### config.mk
export PLATFORM = sky130hd
export DESIGN_NAME = prrs_remote_ctrl
export DESIGN_NICKNAME = d
export VERILOG_FILES = /design/src/rtl/prrs_remote_ctrl.v /design/src/rtl/prrs_cmd_decode.v
export VERILOG_INCLUDE_DIRS = /design/src /design/src/rtl
export SDC_FILE = /design/constraint.sdc
export NUM_CORES = 1
export LEC_CHECK = 0
export BUFFER_PORTS_ARGS = -buffer_cell sky130_fd_sc_hd__buf_4
export CAP_MARGIN = 10
export CORE_ASPECT_RATIO = 1.2
export CORE_MARGIN = 2
export CORE_UTILIZATION = 49
export CTS_CLUSTER_SIZE = 30
export DETAILED_ROUTE_END_ITERATION = 7
export GPL_TIMING_DRIVEN = 0
export PLACE_DENSITY = 0.86
export SETUP_SLACK_MARGIN = 0.3
export SLEW_MARGIN = 20
export SYNTH_ARGS = -nofsm -noshare
export SYNTH_HDL_FRONTEND = slang
export SYNTH_SLANG_ARGS = --single-unit
### constraint.sdc
create_clock -name clk -period 4 [get_ports clk]
set_clock_uncertainty 0.15 [all_clocks]
set_input_delay 0.4 -clock clk [delete_from_list [all_inputs] [get_ports clk]]
set_output_delay 0.4 -clock clk [all_outputs]
set_load 0.01 [all_outputs]
### src/rtl/prrs_defines.vh
`ifndef PRRS_DEFINES_VH
`define PRRS_DEFINES_VH
// Command characters
`define PRRS_CH_T 8'h54
`define PRRS_CH_W 8'h57
`define PRRS_CH_R 8'h52
`define PRRS_CH_S 8'h53
`define PRRS_CH_P 8'h50
`define PRRS_CH_C 8'h43
`define PRRS_CH_U 8'h55
`define PRRS_BLANK 8'h20
// Buffer write byte count limits
`define PRRS_BYTES_MIN 8'h01
`define PRRS_BYTES_MAX 8'h80
// Dedicated CPU numbers
`define PRRS_CPU_ALL 8'hF0
`define PRRS_GROUP_HI 4'h8
`define PRRS_GROUP_MIN 4'h1
`define PRRS_GROUP_MAX 4'h9
// Key switch and CPU state codes
`define PRRS_ST_RUN 2'h0
`define PRRS_ST_STOP 2'h1
`define PRRS_ST_PAUSE 2'h2
`define PRRS_ST_STEP 2'h3
// Memory clear kinds
`define PRRS_CLR_NONE 2'h0
`define PRRS_CLR_UNLATCHED 2'h1
`define PRRS_CLR_ALL 2'h2
// Command kinds
`define PRRS_K_NONE 3'h0
`define PRRS_K_WRITE 3'h1
`define PRRS_K_RUN 3'h2
`define PRRS_K_STOP 3'h3
`define PRRS_K_CODE 3'h4
`define PRRS_K_NAME 3'h5
`endif

### src/rtl/prrs_remote_ctrl.v
// What this block does
// - Buffer write refused when writes disabled, unless CPU stopped
// - Remote run decoded, accepted all states
// - Remote stop decoded, accepted all states
// - Model code read accepted always
// - Model code and name read accepted
// - After run, state follows key switch
// - After stop to this CPU, CPU stopped unless CPU reset in same cycle
// - Remote stop holds against local computer
// - Both relays off: run, no clear
// - Unlatched relay only: clear unlatched data
// - All-clear relay on: clear everything
// - Power or reset discards remote state
// - CPU number F0H addresses whole network
// - CPU number 8n (n 1 to 9) addresses group n
// - Older bus network: dedicated number NAKs
// - Code two chars, name five padded
`timescale 1ns/1ps
`include "prrs_defines.vh"
module prrs_remote_ctrl (
  input wire clk,
  input wire rst_n,
  input wire cmdValid,
  input wire [7:0] cmdChar0,
  input wire [7:0] cmdChar1,
  input wire [7:0] cpuNumber,
  input wire [7:0] byteCount,
  input wire fromExternal,
  input wire [1:0] keySwitch,
  input wire writeEnabled,
  input wire cpuReset,
  input wire clear_all_memory_relay,
  input wire clear_unlatched_relay,
  input wire olderBusNetwork,
  input wire [7:0] modelCode,
  input wire [39:0] modelName,
  output reg ackPulse,
  output reg nakPulse,
  output reg [1:0] cpuState,
  output reg remoteStopped,
  output reg remoteStopExternal,
  output reg clearPulse,
  output reg [1:0] clearKind,
  output reg bufWritePulse,
  output reg [7:0] bufWriteCount,
  output reg netRunStopPulse,
  output reg netAll,
  output reg [3:0] netGroup,
  output reg netStop,
  output reg replyValid,
  output reg [15:0] replyCode,
  output reg [39:0] replyName,
  output reg replyHasName
);
  wire [2:0] cmdKind;
  reg remoteStopped_next;
  reg remoteStopExternal_next;
  reg ack_next;
  reg nak_next;
  reg clear_next;
  reg [1:0] clearKind_next;
  reg bufWrite_next;
  reg net_next;
  reg reply_next;
  reg hasName_next;
  reg isRunStop;
  reg dedicated;
  reg groupOk;

  prrs_cmd_decode uDecode (
    .cmdChar0(cmdChar0),
    .cmdChar1(cmdChar1),
    .cmdKind(cmdKind)
  );

  function [7:0] hexChar;
    input [3:0] nib;
    begin
      if (nib < 4'hA) begin
        hexChar = {4'h3, nib};
      end else begin
        hexChar = 8'h37 + {4'h0, nib};
      end
    end
  endfunction

  function [39:0] padName;
    input [39:0] name;
    integer k;
    begin
      padName = name;
      for (k = 0; k < 5; k = k + 1) begin
        if (name[k*8 +: 8] == 8'h00) begin
          padName[k*8 +: 8] = `PRRS_BLANK;
        end
      end
    end
  endfunction

  function isAllStations;
    input [7:0] num;
    begin
      isAllStations = (num == `PRRS_CPU_ALL);
    end
  endfunction

  function isGroupNumber;
    input [7:0] num;
    begin
      isGroupNumber = (num[7:4] == `PRRS_GROUP_HI) && (num[3:0] >= `PRRS_GROUP_MIN) &&
        (num[3:0] <= `PRRS_GROUP_MAX);
    end
  endfunction

  function [3:0] targetGroup;
    input [7:0] num;
    begin
      targetGroup = isAllStations(num) ? 4'h0 : num[3:0];
    end
  endfunction

  function writeAllowed;
    input [1:0] state;
    input enabled;
    begin
      writeAllowed = (state == `PRRS_ST_STOP) || enabled;
    end
  endfunction

  // Bad counts refused here so a faulty host cannot overrun buffer
  function countInRange;
    input [7:0] cnt;
    begin
      countInRange = (cnt >= `PRRS_BYTES_MIN) && (cnt <= `PRRS_BYTES_MAX);
    end
  endfunction

  function [1:0] relayClearKind;
    input allRelay;
    input unlatchedRelay;
    begin
      if (allRelay) begin
        relayClearKind = `PRRS_CLR_ALL;
      end else if (unlatchedRelay) begin
        relayClearKind = `PRRS_CLR_UNLATCHED;
      end else begin
        relayClearKind = `PRRS_CLR_NONE;
      end
    end
  endfunction

  function [15:0] hexPair;
    input [7:0] code;
    begin
      hexPair = {hexChar(code[7:4]), hexChar(code[3:0])};
    end
  endfunction

  function [1:0] resolveState;
    input stopped;
    input [1:0] key;
    begin
      resolveState = stopped ? `PRRS_ST_STOP : key;
    end
  endfunction

  always @* begin
    isRunStop = (cmdKind == `PRRS_K_RUN) || (cmdKind == `PRRS_K_STOP);
    dedicated = isAllStations(cpuNumber);
    groupOk = isGroupNumber(cpuNumber);
  end

  always @* begin
    remoteStopped_next = remoteStopped;
    remoteStopExternal_next = remoteStopExternal;
    ack_next = 1'b0;
    nak_next = 1'b0;
    clear_next = 1'b0;
    clearKind_next = clearKind;
    bufWrite_next = 1'b0;
    net_next = 1'b0;
    reply_next = 1'b0;
    hasName_next = replyHasName;
    if (cmdValid) begin
      if (isRunStop && (dedicated || groupOk)) begin
        if (olderBusNetwork) begin
          nak_next = 1'b1;
        end else begin
          net_next = 1'b1;
          ack_next = 1'b1;
        end
      end else if (cmdKind == `PRRS_K_WRITE) begin
        if (!writeAllowed(cpuState, writeEnabled)) begin
          nak_next = 1'b1;
        end else if (!countInRange(byteCount)) begin
          nak_next = 1'b1;
        end else begin
          bufWrite_next = 1'b1;
          ack_next = 1'b1;
        end
      end else if (cmdKind == `PRRS_K_RUN) begin
        if (remoteStopExternal && !fromExternal) begin
          nak_next = 1'b1;
        end else begin
          ack_next = 1'b1;
          remoteStopped_next = 1'b0;
          remoteStopExternal_next = 1'b0;
          if (remoteStopped) begin
            clear_next = 1'b1;
            clearKind_next = relayClearKind(clear_all_memory_relay, clear_unlatched_relay);
          end
        end
      end else if (cmdKind == `PRRS_K_STOP) begin
        ack_next = 1'b1;
        remoteStopped_next = 1'b1;
        remoteStopExternal_next = fromExternal;
      end else if (cmdKind == `PRRS_K_CODE || cmdKind == `PRRS_K_NAME) begin
        ack_next = 1'b1;
        reply_next = 1'b1;
        hasName_next = (cmdKind == `PRRS_K_NAME);
      end else begin
        nak_next = 1'b1;
      end
    end
    if (cpuReset) begin
      remoteStopped_next = 1'b0;
      remoteStopExternal_next = 1'b0;
    end
  end

  always @(posedge clk or negedge rst_n) begin
    if (!rst_n) begin
      ackPulse <= 1'b0;
      nakPulse <= 1'b0;
      cpuState <= `PRRS_ST_STOP;
      remoteStopped <= 1'b0;
      remoteStopExternal <= 1'b0;
      clearPulse <= 1'b0;
      clearKind <= `PRRS_CLR_NONE;
    end else begin
      ackPulse <= ack_next;
      nakPulse <= nak_next;
      remoteStopped <= remoteStopped_next;
      remoteStopExternal <= remoteStopExternal_next;
      cpuState <= resolveState(remoteStopped_next, keySwitch);
      clearPulse <= clear_next;
      clearKind <= clearKind_next;
    end
  end

  always @(posedge clk or negedge rst_n) begin
    if (!rst_n) begin
      bufWritePulse <= 1'b0;
      bufWriteCount <= 8'h00;
      netRunStopPulse <= 1'b0;
      netAll <= 1'b0;
      netGroup <= 4'h0;
      netStop <= 1'b0;
    end else begin
      bufWritePulse <= bufWrite_next;
      if (bufWrite_next) begin
        bufWriteCount <= byteCount;
      end
      netRunStopPulse <= net_next;
      if (net_next) begin
        netAll <= dedicated;
        netGroup <= targetGroup(cpuNumber);
        netStop <= (cmdKind == `PRRS_K_STOP);
      end
    end
  end

  always @(posedge clk or negedge rst_n) begin
    if (!rst_n) begin
      replyValid <= 1'b0;
      replyCode <= 16'h0000;
      replyName <= 40'h0000000000;
      replyHasName <= 1'b0;
    end else begin
      replyValid <= reply_next;
      replyHasName <= hasName_next;
      if (reply_next) begin
        replyCode <= hexPair(modelCode);
        replyName <= (cmdKind == `PRRS_K_NAME) ? padName(modelName) : {5{`PRRS_BLANK}};
      end
    end
  end
endmodule

### src/rtl/prrs_cmd_decode.v
`timescale 1ns/1ps
`include "prrs_defines.vh"
module prrs_cmd_decode (
  input wire [7:0] cmdChar0,
  input wire [7:0] cmdChar1,
  output reg [2:0] cmdKind
);
  always @* begin
    cmdKind = `PRRS_K_NONE;
    if (cmdChar0 == `PRRS_CH_T && cmdChar1 == `PRRS_CH_W) begin
      cmdKind = `PRRS_K_WRITE;
    end else if (cmdChar0 == `PRRS_CH_R && cmdChar1 == `PRRS_CH_R) begin
      cmdKind = `PRRS_K_RUN;
    end else if (cmdChar0 == `PRRS_CH_R && cmdChar1 == `PRRS_CH_S) begin
      cmdKind = `PRRS_K_STOP;
    end else if (cmdChar0 == `PRRS_CH_P && cmdChar1 == `PRRS_CH_C) begin
      cmdKind = `PRRS_K_CODE;
    end else if (cmdChar0 == `PRRS_CH_P && cmdChar1 == `PRRS_CH_U) begin
      cmdKind = `PRRS_K_NAME;
    end
  end
endmodule

==> flow_metrics.env, run 1 <==
export IMPL_status="finished clean"
export IMPL_tritoncts="yes"
export IMPL_async_flop_share_pct=100.0
export IMPL_synth_area_mux_share_pct=3.261
export IMPL_cp_startpoint="byteCount[3]"
export IMPL_htree_num_levels=3
export IMPL_ys_seq_elements=81
export IMPL_critical_path_top_delay_family="simple AND/OR/NAND/NOR gates"
export IMPL_fin_crit_sh_pct=58.15
export IMPL_cts_buffers=9
export IMPL_reg2reg_from="cpuState[0]"
export IMPL_relSlewSlack_pct=63.71
export IMPL_seq_area_frac_synth_pct=58.73
export IMPL_finish_utilization_pct=74.84
export IMPL_r2r_setup_slack_ns=2.21
export IMPL_powerDensity_nw_per_um2=313.9
export IMPL_synthesis_instances=303
export IMPL_vias=3149
export IMPL_hold_viol=0
export IMPL_fmax_ghz=0.4299
export IMPL_leakagePower_nw=2.750
export IMPL_finish_net_count=581
export IMPL_cts_setup_buffers=0
export IMPL_yosysWarningCount=0
export IMPL_slowest_stage="or4_1"
export IMPL_synth_top_family_by_area="compound AO/OA/AOI/OAI gates"
export IMPL_finalWeightedCongestion=0.8710
export IMPL_ctsLongestPathBuffers=2
export IMPL_initial_core_util_pct=50.69
export IMPL_mostFrequentLayoutCells="173 x buf_4, 80 x dfrtp_1, 35 x a22o_1"
export IMPL_dp_hpwl_mm=7.431
export IMPL_clock_latency_ns=0.33
export IMPL_worstPathMaxFanout=9
export IMPL_crit_end="bufWriteCount[5]"
export IMPL_antenna_found_initial=0
export IMPL_final_setup_tns_ns=0
export IMPL_crit_cells=8
export IMPL_hold_path_depth=2
export IMPL_setup_violations=0
export IMPL_rsz0062_at_grt="no"
export IMPL_yosys_area_share_xor_xnor_pct=0.7609
export IMPL_vdd_drop_max_v=0.0002121
export IMPL_totalWireLength_mm=9.698
export IMPL_synth_compound_area_share_pct=16.70
export IMPL_avgSynthCellArea_um2=11.40
export IMPL_numPlacedInstances=562
export IMPL_first_pass_iters=4
export IMPL_viasPerCell=5.429
export IMPL_dieArea_um2=7738
export IMPL_die_h_um=95.96
export IMPL_die_w_um=80.64
export IMPL_crit_arrival_ns=2.40
export IMPL_synth_adder_area_share_pct=0.7246
export IMPL_cap_violations=0
export IMPL_cts_clk_slew_worst_paths_ns=0.07
export IMPL_grt_pass1_vias=3151
export IMPL_grt_max_degree=82
export IMPL_worst_slew_pin_slew_ns=0.5434
export IMPL_start_kind="input port"
export IMPL_hold_path_class="in -> reg"
export IMPL_area_growth_pct=47.64
export IMPL_n_fill_cell=484
export IMPL_synth_cell_types=51
export IMPL_rr_worst_depth=5
export IMPL_drive_above_1_share_pct=43.81
export IMPL_wl_per_cell_um=16.72
export IMPL_drc=0
export IMPL_finalCriticalPeriod_ns=2.326
export IMPL_cts_root_buf="clkbuf_8"
export IMPL_cts_sinks=81
export IMPL_yosys_area_share_simple_pct=16.05
export IMPL_critPathMaxStageDelay_ns=0.53
export IMPL_ant_nets=0
export IMPL_io_buffers=171
export IMPL_n_antenna_cell=0
export IMPL_cts_resized=0
export IMPL_r2r_end="bufWriteCount[5]"
export IMPL_grt_overflow=0
export IMPL_synth_edf_count=0
export IMPL_synth_area_um2=3453
export IMPL_num_rows=33
export IMPL_instances_no_fill=580
export IMPL_final_common_cell="buf_4"
export IMPL_grt_first_pass_wirelength_mm=15.00
export IMPL_path_cells="buf_4 > or4_1 > nor4_1 > xnor2_1 > o211ai_1 > or2_1 > buf_2 > mux2_1"
export IMPL_cp_end_kind="flop"
export IMPL_grt_usage_pct=25.47
export IMPL_ys_flop_type="dfrtp_1"
export IMPL_ios=174
export IMPL_worst_path_buf_inv=2
export IMPL_final_max_slew_violation_count=0
export IMPL_required_ns=4.07
export IMPL_core_area_um2=6813
export IMPL_worstSetupPathType="in -> reg"
export IMPL_drt_first_iter_violations=100
-- kinds of logic after synthesis --
logic type                 count (synthesis)
other                                      1
muxes                                     10
adders and majority gates                  2
DFF                                       81
buffers and inverters                     27
and+or+nand+nor                          102
AOI/OAI and AO/OA                         77
xor gates and xnor gates                   3
-- sequential cells by signal, summed over array words and instances, names as in the netlist --
register,cells
netGroup,4
remoteStopped,1
replyHasName,1
clearKind,2
replyName,40
remoteStopExternal,1
bufWriteCount,8
clearPulse,1
ackPulse,1
netStop,1
replyCode,14
netRunStopPulse,1
netAll,1
replyValid,1
nakPulse,1
bufWritePulse,1
cpuState,2
-- through the flow --
stage          hold slack, ns  setup slack (ns)  area, µm²  total power, mW
6_report              0.06783             1.674       5099            1.600
5_1_grt               0.05663             1.509       5099            1.661
4_1_cts               0.05256             1.646       5061            1.606
3_5_place_dp           0.3075             1.281       4850           0.9721
3_3_place_gp           0.3046             1.303       4850           0.9667
2_1_floorplan        -0.04559             1.603       3457           0.8648
-- per-layer routing --
layer	wire length (µm)	up-vias	global-route usage, %
li1	-	1472	-
met1	3714	1540	29.63
met5	0	-	0
met3	668	16	5.722
met4	156	0	9.322
met2	5159	121	45.90
-- how the worst min path moves through the flow --
| stage | start | to | slack [ns] |
|---|---|---|---|
| 5_1_grt | cpuReset | remoteStopExternal | 0.06 |
| 3_5_place_dp | netGroup[2] | netGroup[2] | 0.31 |
| 2_1_floorplan | rst_n | ackPulse | -0.05 |
| 3_3_place_gp | netGroup[3] | netGroup[3] | 0.30 |
| 4_1_cts | cpuReset | remoteStopExternal | 0.05 |
| 6_report | cpuReset | remoteStopExternal | 0.07 |
-- synth_stat cells (2+ instances only) --
master | n | share of area [%]
nand2_1 | 23 | 2.5
a21o_1 | 5 | 1.1
clkbuf_4 | 2 | 0.43
or3b_1 | 3 | 0.76
buf_4 | 2 | 0.43
o41ai_1 | 2 | 0.51
nor2_1 | 28 | 3.0
xnor2_1 | 3 | 0.76
clkbuf_1 | 5 | 0.54
a211oi_1 | 2 | 0.43
buf_2 | 8 | 1.2
and3_1 | 3 | 0.54
mux2_2 | 9 | 2.9
o31ai_1 | 2 | 0.43
o21ai_0 | 5 | 0.72
a22o_1 | 35 | 8.9
or2_1 | 2 | 0.36
nand3_1 | 5 | 0.72
dfrtp_1 | 80 | 58
a31oi_1 | 2 | 0.36
or3_1 | 2 | 0.36
nor4_1 | 7 | 1.3
ha_1 | 2 | 0.72
nand4_1 | 3 | 0.54
nor3_1 | 6 | 0.87
inv_1 | 10 | 1.1
nor2b_1 | 6 | 1.1
a21oi_1 | 17 | 2.5
o21ai_1 | 2 | 0.29
-- area by class of cell --
class                      count  area [µm²]  area share [%]
buffer                        17       88.84           1.742
clock buffer                  11       131.4           2.577
clock inverter                 5       80.08           1.571
inverter                      10       37.54          0.7362
multi-input combinational    196        1303           25.55
sequential                    81        2028           39.78
tap                           87       108.9           2.135
timing repair buffer         173        1321           25.91
-- what timing repair did --
action	4_1_cts	5_1_grt
endpoints found under the setup margin	0	0
endpoints found under the hold margin	0	23
hold buffers	0	1
-- power breakdown --
part | switching (mW) | internal, mW
Clock | 0.289 | 0.351
Combinational | 0.0625 | 0.0767
Sequential | 0.000702 | 0.820
-- worst register-to-register path, stage by stage (launching register included) --
cell and delay [ns]:
dfstp_2 0.53, nor2b_1 0.15, o211ai_1 0.12, or2_1 0.22
buf_2 0.18, mux2_1 0.33
(Power assumes the default switching activity.)
==> run 2: changes to the inputs <==
CORE_UTILIZATION = 41   (was 49)
PLACE_DENSITY = 0.77   (was 0.86)
clock period = 2 ns   (was 4 ns; I/O delays follow)
==> run 2 against run 1 <==
Against the previous run:
- the run now ends with negative hold slack, negative setup slack left
- first-iteration DRC count is 81% higher
- sequential cell count unchanged
- utilization up 5.6 points
- critical endpoint is now netGroup[3]
- highest routed layer unchanged
==> flow_metrics.env, run 2 (same netlist as run 1, synthesis figures left out) <==
export IMPL_finalWeightedCongestion=0.8129
export IMPL_largest_registers="replyName x40, replyCode x14, bufWriteCount x8"
export IMPL_dieArea_um2=9176
export IMPL_holdWs_ns=-0.07534
export IMPL_fmax_ghz=0.4945
export IMPL_dp_hpwl_mm=7.296
export IMPL_drt_first_iter_violations=181
export IMPL_cts_clk_slew_worst_paths_ns=0.09
export IMPL_finish_utilization_pct=80.46
export IMPL_leakagePower_nw=3.333
export IMPL_worstPathMaxFanout=7
export IMPL_cts_buffers=9
export IMPL_critPathMaxStageDelay_ns=0.52
export IMPL_r2r_end="bufWriteCount[6]"
export IMPL_final_max_slew_violation_count=0
export IMPL_tritoncts="yes"
export IMPL_drc=0
export IMPL_drive_above_1_share_pct=49.66
export IMPL_r2r_setup_slack_ns=0.23
export IMPL_ctsHoldBuffers=66
export IMPL_fin_crit_sh_pct=101.1
export IMPL_worstSetupPathType="in -> reg"
export IMPL_antenna_found_initial=0
export IMPL_io_buffers=171
export IMPL_ios=174
export IMPL_required_ns=2.10
export IMPL_ant_nets=0
export IMPL_initial_core_util_pct=42.36
export IMPL_powerDensity_nw_per_um2=514.1
export IMPL_grt_first_pass_wirelength_mm=18.65
export IMPL_setup_violations=3
export IMPL_first_pass_iters=4
export IMPL_n_fill_cell=473
export IMPL_start_kind="input port"
export IMPL_largest_reg_flops=40
export IMPL_cp_startpoint="cpuNumber[4]"
export IMPL_hold_viol=1
export IMPL_top_register="replyName"
export IMPL_grt_overflow=0
export IMPL_path_cells="buf_6 > or4b_4 > or4_4 > o311ai_4 > or3b_4 > buf_6 > nand2_2 > nand2_2"
export IMPL_grt_pass1_vias=3841
export IMPL_die_w_um=87.78
export IMPL_n_antenna_cell=0
export IMPL_rr_worst_depth=5
export IMPL_num_rows=36
export IMPL_setup_ws_ns=-0.02225
export IMPL_cts_sinks=81
export IMPL_viasPerCell=5.262
export IMPL_relSlewSlack_pct=49.40
export IMPL_core_area_um2=8153
export IMPL_slowest_stage="or4b_4"
export IMPL_finalCriticalPeriod_ns=2.022
export IMPL_htree_num_levels=3
export IMPL_die_h_um=104.5
export IMPL_cap_violations=0
export IMPL_mostFrequentLayoutCells="176 x buf_4, 80 x dfrtp_1, 66 x dlygate4sd3_1"
export IMPL_clock_latency_ns=0.35
export IMPL_vias=3673
export IMPL_cp_end_kind="flop"
export IMPL_grt_usage_pct=26.24
export IMPL_wl_per_cell_um=18.79
export IMPL_vdd_drop_max_v=0.0004161
export IMPL_grt_max_degree=82
export IMPL_reg2reg_from="cpuState[0]"
export IMPL_crit_arrival_ns=2.12
export IMPL_totalWireLength_mm=13.11
export IMPL_dp_slack_ns=-0.4218
export IMPL_hold_path_class="in -> reg"
export IMPL_final_common_cell="buf_4"
export IMPL_finish_net_count=672
export IMPL_area_growth_pct=89.96
export IMPL_status="finished with violations"
export IMPL_power_mw=3.373
export IMPL_violations="negative hold slack, negative setup slack"
export IMPL_ctsLongestPathBuffers=2
export IMPL_worst_slew_pin_slew_ns=0.7589
export IMPL_cts_root_buf="clkbuf_8"
export IMPL_rsz0062_at_grt="yes"
export IMPL_crit_end="netGroup[3]"
[run 2: cell types whose count changed in the layout (fill, tap and decap cells not counted), moves of 5 or more]
cell	before	now
buf_6	0	20
a21oi_1	17	9
nand2_2	0	7
a21oi_2	0	8
mux2_4	0	9
clkbuf_1	7	0
nor2_1	28	23
dlygate4sd3_1	1	66
buf_2	8	1
buf_8	0	7
mux2_2	9	1
nand2_1	23	15
[run 2: repair_timing]
item | 4_1_cts | 5_1_grt
pin swaps | 21 | 18
buffers inserted | 16 | 7
endpoints found under the hold margin | 144 | 1
resized for setup | 35 | 39
gates cloned | 3 | 1
setup endpoints to repair | 66 | 78
[run 2: metal layers]
| layer | global-route usage [%] | vias up | wire length, µm |
|---|---|---|---|
| met4 | 7.912 | 0 | 373 |
| met1 | 28.27 | 1800 | 4863 |
| li1 | - | 1653 | - |
| met3 | 7.820 | 35 | 971 |
| met2 | 48.11 | 185 | 6905 |
| met5 | 0 | - | 0 |
[run 2: how the worst min path moves through the flow]
stage	from	to	slack (ns)	cells after the start
after floorplan	rst_n	ackPulse	-0.25	0
after global placement	cpuReset	remoteStopExternal	0.21	2
after detailed placement	cpuReset	remoteStopExternal	0.22	2
after CTS	cpuNumber[1]	netGroup[1]	-0.1	3
after global routing	cpuNumber[1]	netGroup[1]	-0.07	3
final	cpuNumber[1]	netGroup[1]	-0.08	3
[run 2: layout make-up]
| cell class | count | area [µm²] | area share [%] |
|---|---|---|---|
| well taps | 114 | 142.6 | 2.174 |
| multi-input cells | 196 | 1592 | 24.26 |
| plain buffers | 17 | 215.2 | 3.281 |
| clock inverters | 4 | 50.05 | 0.7629 |
| repair buffers | 264 | 2330 | 35.51 |
| flip-flops and latches | 81 | 2028 | 30.92 |
| clock buffers | 12 | 165.2 | 2.518 |
| inverters | 10 | 37.54 | 0.5722 |
[run 2: worst max-delay path, delay by kind of cell]
kind            cells  cell delay, ns
simple gates        5            1.52
buf+inv             2            0.24
compound gates      1            0.14
[run 2: report_power, final]
part	internal [mW]	leakage, nW	switching, mW
clock network	0.678	0.105	0.622
registers	1.64	1.12	0.00187
logic	0.249	2.10	0.182
total	2.57	3.33	0.805
[run 2: stage by stage]
stage / instances / cell area [µm²] / setup TNS [ns] / hold WS, ns
finish: 698 / 6560 / -0.04900 / -0.07534
global route: 698 / 6560 / -1.181 / -0.07274
CTS: 690 / 6320 / 0 / -0.09914
detailed placement: 589 / 5059 / -17.31 / 0.2175
global placement: 589 / 5059 / -16.05 / 0.2127
floorplan: 304 / 3632 / -1.660 / -0.2456
